--- src/hw/event_interrupt_capture_consts.svh ---
// register offsets, reset values and field constants for the event capture block
`ifndef EVENT_INTERRUPT_CAPTURE_CONSTS_SVH
`define EVENT_INTERRUPT_CAPTURE_CONSTS_SVH
`define EIC_CHANNELS      16
`define EIC_OFF_INPUT     12'h000
`define EIC_OFF_EVENT     12'h004
`define EIC_OFF_MASK      12'h008
`define EIC_OFF_SENSE     12'h00C
`define EIC_OFF_COMBINED  12'h010
`define EIC_OFF_IRQ_STAT  12'h014
`define EIC_OFF_IRQ_MASK  12'h018
`define EIC_RST_FIELD     16'h0000
`define EIC_RST_IRQ       2'h0
`define EIC_IRQ_EVENT_BIT 0
`define EIC_IRQ_OVER_BIT  1
`define EIC_ZERO_WORD     32'h00000000
`endif

--- src/hw/event_interrupt_capture_pkg.sv ---
// types shared by the event capture block
package event_interrupt_capture_pkg;
    typedef logic [15:0] field_t;
    typedef struct packed {
        logic        psel;
        logic        penable;
        logic        pwrite;
        logic [11:0] paddr;
        logic [31:0] pwdata;
    } apb_req_s;
    typedef struct packed {
        logic [15:0] sense;
        logic [15:0] mask;
    } setting_s;
endpackage

--- src/hw/event_interrupt_capture.sv ---
// sixteen channel event capture with sense, mask, event latch and apb registers
`include "event_interrupt_capture_consts.svh"

module event_interrupt_capture (
    input  wire logic        clock_i,
    input  wire logic        reset_n_i,
    input  wire logic [15:0] chan_i,
    input  wire logic        psel_i,
    input  wire logic        penable_i,
    input  wire logic        pwrite_i,
    input  wire logic [11:0] paddr_i,
    input  wire logic [31:0] pwdata_i,
    output logic      [31:0] prdata_o,
    output logic             pready_o,
    output logic             pslverr_o,
    output logic             irq_o
);

    // ************************************************************
    // bus request
    // ************************************************************
    event_interrupt_capture_pkg::apb_req_s req;
    event_interrupt_capture_pkg::setting_s setting;
    event_interrupt_capture_pkg::field_t   sync_a;
    event_interrupt_capture_pkg::field_t   sync_b;
    event_interrupt_capture_pkg::field_t   event_latch;
    event_interrupt_capture_pkg::field_t   strobe;
    event_interrupt_capture_pkg::field_t   ev_clear;
    event_interrupt_capture_pkg::field_t   strobe_prev;
    logic [1:0] irq_stat;
    logic [1:0] irq_mask;
    logic       setup;
    logic       wr_en;
    logic       rd_en;
    logic       mapped;
    logic       any_pending;
    logic       lost;
    logic [31:0] next_rdata;

    assign req = '{psel: psel_i, penable: penable_i, pwrite: pwrite_i,
                   paddr: paddr_i, pwdata: pwdata_i};

    // one wait state: setup cycle, then access answered from registers
    assign setup = req.psel && req.penable && !pready_o;
    assign wr_en = setup && req.pwrite && mapped;
    assign rd_en = setup && !req.pwrite && mapped;

    always_comb begin
        mapped = 1'b1;
        unique case (req.paddr)
            `EIC_OFF_INPUT, `EIC_OFF_EVENT, `EIC_OFF_MASK, `EIC_OFF_SENSE,
            `EIC_OFF_COMBINED, `EIC_OFF_IRQ_STAT, `EIC_OFF_IRQ_MASK: mapped = 1'b1;
            default: mapped = 1'b0;
        endcase
    end

    always_ff @(posedge clock_i) begin
        if (!reset_n_i) begin
            pready_o  <= 1'b0;
            pslverr_o <= 1'b0;
        end else begin
            pready_o  <= setup;
            pslverr_o <= setup && !mapped;
        end
    end

    // ************************************************************
    // input synchroniser
    // ************************************************************
    // first stage feeds only the second; level departures are judged on sync_b
    always_ff @(posedge clock_i) begin
        if (!reset_n_i) begin
            sync_a <= `EIC_RST_FIELD;
            sync_b <= `EIC_RST_FIELD;
        end else begin
            sync_a <= chan_i;
            sync_b <= sync_a;
        end
    end

    // ************************************************************
    // settings
    // ************************************************************
    always_ff @(posedge clock_i) begin
        if (!reset_n_i) begin
            setting.sense <= `EIC_RST_FIELD;
            setting.mask  <= `EIC_RST_FIELD;
        end else if (wr_en && req.paddr == `EIC_OFF_MASK) begin
            setting.mask <= req.pwdata[15:0];
        end else if (wr_en && req.paddr == `EIC_OFF_SENSE) begin
            setting.sense <= req.pwdata[15:0];
        end else if (wr_en && req.paddr == `EIC_OFF_COMBINED) begin
            setting.sense <= req.pwdata[15:0];
            setting.mask  <= req.pwdata[31:16];
        end
    end

    // ************************************************************
    // event latch
    // ************************************************************
    // reading the latch clears exactly the bits returned; a strobe in that
    // same cycle wins so no event is dropped
    assign ev_clear = (rd_en && req.paddr == `EIC_OFF_EVENT) ? event_latch : `EIC_RST_FIELD;

    genvar ch;
    generate
        for (ch = 0; ch < `EIC_CHANNELS; ch++) begin : g_chan
            assign strobe[ch] = sync_b[ch] ^ setting.sense[ch];
            always_ff @(posedge clock_i) begin
                if (!reset_n_i) begin
                    event_latch[ch] <= 1'b0;
                end else if (strobe[ch] && !(event_latch[ch] && !ev_clear[ch])) begin
                    event_latch[ch] <= 1'b1;
                end else if (ev_clear[ch]) begin
                    event_latch[ch] <= 1'b0;
                end
            end
        end
    endgenerate

    // ************************************************************
    // interrupt status
    // ************************************************************
    // a level departure holds the strobe, so loss is judged on a fresh
    // departure only; a held level would otherwise flag loss every cycle
    assign any_pending = |(event_latch & setting.mask);
    assign lost        = |(strobe & ~strobe_prev & event_latch & ~ev_clear & setting.mask);

    always_ff @(posedge clock_i) begin
        if (!reset_n_i) begin
            strobe_prev <= `EIC_RST_FIELD;
        end else begin
            strobe_prev <= strobe;
        end
    end

    always_ff @(posedge clock_i) begin
        if (!reset_n_i) begin
            irq_stat <= `EIC_RST_IRQ;
        end else begin
            irq_stat[`EIC_IRQ_EVENT_BIT] <= any_pending ||
                (irq_stat[`EIC_IRQ_EVENT_BIT] &&
                 !(wr_en && req.paddr == `EIC_OFF_IRQ_STAT &&
                   req.pwdata[`EIC_IRQ_EVENT_BIT]));
            irq_stat[`EIC_IRQ_OVER_BIT] <= lost ||
                (irq_stat[`EIC_IRQ_OVER_BIT] &&
                 !(wr_en && req.paddr == `EIC_OFF_IRQ_STAT &&
                   req.pwdata[`EIC_IRQ_OVER_BIT]));
        end
    end

    always_ff @(posedge clock_i) begin
        if (!reset_n_i) begin
            irq_mask <= `EIC_RST_IRQ;
        end else if (wr_en && req.paddr == `EIC_OFF_IRQ_MASK) begin
            irq_mask <= req.pwdata[1:0];
        end
    end

    always_ff @(posedge clock_i) begin
        if (!reset_n_i) begin
            irq_o <= 1'b0;
        end else begin
            irq_o <= |(irq_stat & irq_mask);
        end
    end

    // ************************************************************
    // read data
    // ************************************************************
    always_comb begin
        next_rdata = `EIC_ZERO_WORD;
        unique case (req.paddr)
            `EIC_OFF_INPUT:    next_rdata[15:0] = sync_b;
            `EIC_OFF_EVENT:    next_rdata[15:0] = event_latch;
            `EIC_OFF_MASK:     next_rdata[15:0] = setting.mask;
            `EIC_OFF_SENSE:    next_rdata[15:0] = setting.sense;
            `EIC_OFF_COMBINED: next_rdata = {setting.mask, setting.sense};
            `EIC_OFF_IRQ_STAT: next_rdata[1:0] = irq_stat;
            `EIC_OFF_IRQ_MASK: next_rdata[1:0] = irq_mask;
            default:           next_rdata = `EIC_ZERO_WORD;
        endcase
    end

    always_ff @(posedge clock_i) begin
        if (!reset_n_i) begin
            prdata_o <= `EIC_ZERO_WORD;
        end else if (setup && !req.pwrite) begin
            prdata_o <= next_rdata;
        end
    end
endmodule

--- config.mk ---
export PLATFORM = sky130hd
export DESIGN_NAME = event_interrupt_capture
export DESIGN_NICKNAME = d
export VERILOG_FILES = /design/src/hw/event_interrupt_capture_pkg.sv /design/src/hw/event_interrupt_capture.sv
export VERILOG_INCLUDE_DIRS = /design/src /design/src/hw
export SDC_FILE = /design/constraint.sdc
export NUM_CORES = 1
export LEC_CHECK = 0
export ABC_AREA = 1
export BUFFER_PORTS_ARGS = -buffer_cell sky130_fd_sc_hd__clkbuf_2
export CORE_ASPECT_RATIO = 1.2
export CORE_UTILIZATION = 58
export CTS_BUF_LIST = sky130_fd_sc_hd__clkbuf_8
export DETAILED_ROUTE_END_ITERATION = 10
export PLACE_DENSITY = 0.82
export SLEW_MARGIN = 20
export SYNTH_ARGS = -nofsm -noshare
export SYNTH_HDL_FRONTEND = slang
export SYNTH_SLANG_ARGS = --single-unit
--- constraint.sdc ---
create_clock -name clock_i -period 2.2 [get_ports clock_i]
set_clock_uncertainty 0.05 [all_clocks]
set_input_delay 0.44 -clock clock_i [delete_from_list [all_inputs] [get_ports clock_i]]
set_output_delay 0.44 -clock clock_i [all_outputs]
set_load 0.02 [all_outputs]
==> metrics <==
HP Start chan_i[15]; register clock-pin slew on the reported worst setup and hold paths about 0.070 ns; Crit path required time 2.53 ns; Leak 3.34 nW; worst ir drop on vdd 0.000524 V; # setup viols final 0; Inserted Clock Buffers 17; Die H between 100 and 150 um; number of routed nets with antenna violations 0; most common cell in the netlist nand2_1; Critical Path Start pready_o; core footprint 9960 sq um; Avg Cell Area, Syn 7.17 sq um; DP HPWL 11.1 mm; register area share after synthesis 45.6%; Crit. End Element register; Hold Crit Class primary input to register; Die ar. 10600 sq um; Synth warnings 0; Post-route DRC 0; actual slew at the worst max-slew pin ~0.6 ns; RSZ-0062 raised after global routing false; num ports 100; final hold vios 0; row count 40; vias post-DR 5860; post-synth top area cell dfxtp_1; final period utilization 84.5%; initial antenna violation count 0; Final Wtd Congestion 0.913; # clock sinks around 140; P&R area growth vs syn 17.9%; Yosys cell types 28; top_reg_cell synth dfxtp_1; initial drt markers 588; clock insertion delay at the later pin of the skew report 0.44 ns; WL per Instance 15.2 um; synthesized cell area 5930 sq um; Max Cap Violations 0; Root Buffer Master clkbuf_8; ant diodes 0; status finished clean; number of iterations in the first detailed-routing pass 5; Tmin final 1.86 ns; Total Wirelength roughly 16 mm; final slew viol count 0; grt ovf 0; vias per inst 5.52; first-pass GRT wire length 25.4 mm; setup bufs post-CTS 0; post-CTS sizing 0; pin count of the biggest net entering global routing 42; GRT Util Overall between 30% and 40%; share of the synthesized area in the top cell type 45.6%; Die X between 90 and 100 um; Setup CP Type register to register; CTS max path bufs 2; most frequent cells after synthesis nand2_1, dfxtp_1, nor2_1; Synth async-reset ratio 0%; Net count, final roughly 1000; CP max FO 21; cts-stage hold buffer count 0; initial core utilization 59.5%; Synth Register Bits between 100 and 150; Slew headroom about three fifths; vias in the first global route 5145; I/O Buffers 99; Net Count, Synth 892; number of synthesized flops with an enable pin 0; pwr dens 705 nW/um^2; critical path arrival 2.19 ns; Setup TNS Final 0 ns; H-tree depth 4; Worst Setup Start Kind register; Max Clk Rate 0.538 GHz; R2R Path Start pready_o; Mapped Cells 827; share of layout cells above drive strength 1 approximately a fifth; Area contributors post-synth dfxtp_1, nand2_1, nor2_1, inv_1, a21oi_1; CTS tree built; Design Power roughly 4.9 mW
[power breakdown]
group	internal, mW	total [mW]	switching (mW)
Combinational	0.114	0.304	0.190
Sequential	2.51	2.55	0.0388
Clock	1.16	2.07	0.915
Total	3.78	4.92	1.14
[kinds of logic (layout without fill, tap and decap cells)]
logic type,count (synthesis),in the layout,share of synthesized area (%)
DFF,135,135,45.6
xor gates and xnor gates,16,16,2.36
buffers and inverters,138,246,9.52
AOI/OAI and AO/OA,130,130,13.7
and+or+nand+nor,408,408,28.9
[state kept, by name, indices dropped and copies added, names as in the netlist]
| name | cells |
|---|---|
| setting | 32 |
| prdata_o | 32 |
| sync_b | 16 |
| irq_mask | 2 |
| pready_o | 1 |
| sync_a | 16 |
| pslverr_o | 1 |
| irq_stat | 2 |
| strobe_prev | 16 |
| event_latch | 16 |
| irq_o | 1 |
[through the flow]
step                hold slack (ns)  setup WS (ns)  area, sq um  instances  utilization, %
CTS                           0.107          0.378         6990       1061            70.2
detailed placement            0.348         0.0321         6590       1029            66.1
global placement              0.342         0.0826         6590       1029            66.1
finish                        0.126          0.341         6990       1061            70.2
global route                  0.107          0.173         6990       1061            70.2
floorplan                     0.340          0.518         5930        827               -
[per-layer routing]
metal	wire length (um)	track usage, %
met2	7560	50.0
met5	0	0
met1	6360	39.9
met4	647	15.5
met3	1520	8.40
[layout by cell type (no fill, tap or decap), drive strengths merged]
| master | n |
|---|---|
| a221oi | 2 |
| buf | 25 |
| clkinv | 4 |
| or2 | 10 |
| nand4 | 12 |
| xor2 | 3 |
| o21ai | 25 |
| o211ai | 1 |
| clkinvlp | 1 |
| nor2 | 110 |
| nand2 | 223 |
| xnor2 | 13 |
| nand3 | 28 |
| bufinv | 3 |
| a21oi | 55 |
| o2111ai | 31 |
| nor3 | 25 |
| inv | 95 |
| a31oi | 16 |
| dfxtp | 135 |
| clkbuf | 118 |
[area by class of cell]
type / count / area, sq um
clock inverters: 13 / 140
clock buffers: 19 / 262
inverters: 90 / 338
multi-input cells: 554 / 2670
flip-flops and latches: 135 / 2700
repair buffers: 124 / 721
fillers: 845 / 2970
well taps: 126 / 158
[critical path, cell delays in order (launching register included)]
cell and delay (ns):
dfxtp_1 0.32, inv_1 0.05, nand3_1 0.17, buf_4 0.22
nor2_2 0.21, buf_12 0.22, nand3_4 0.23, nor2_1 0.17
nor2_1 0.07, nor2_1 0.08
[final timing paths]
path	endpoint	slack, ns	cells past startpoint
setup / recovery	setting[1]	0.34	9
hold reg to reg	sync_b[10]	0.36	2
hold / removal	sync_a[15]	0.13	3
setup reg to reg	setting[1]	0.34	9
Note: power is estimated with default switching activity, not from simulation.
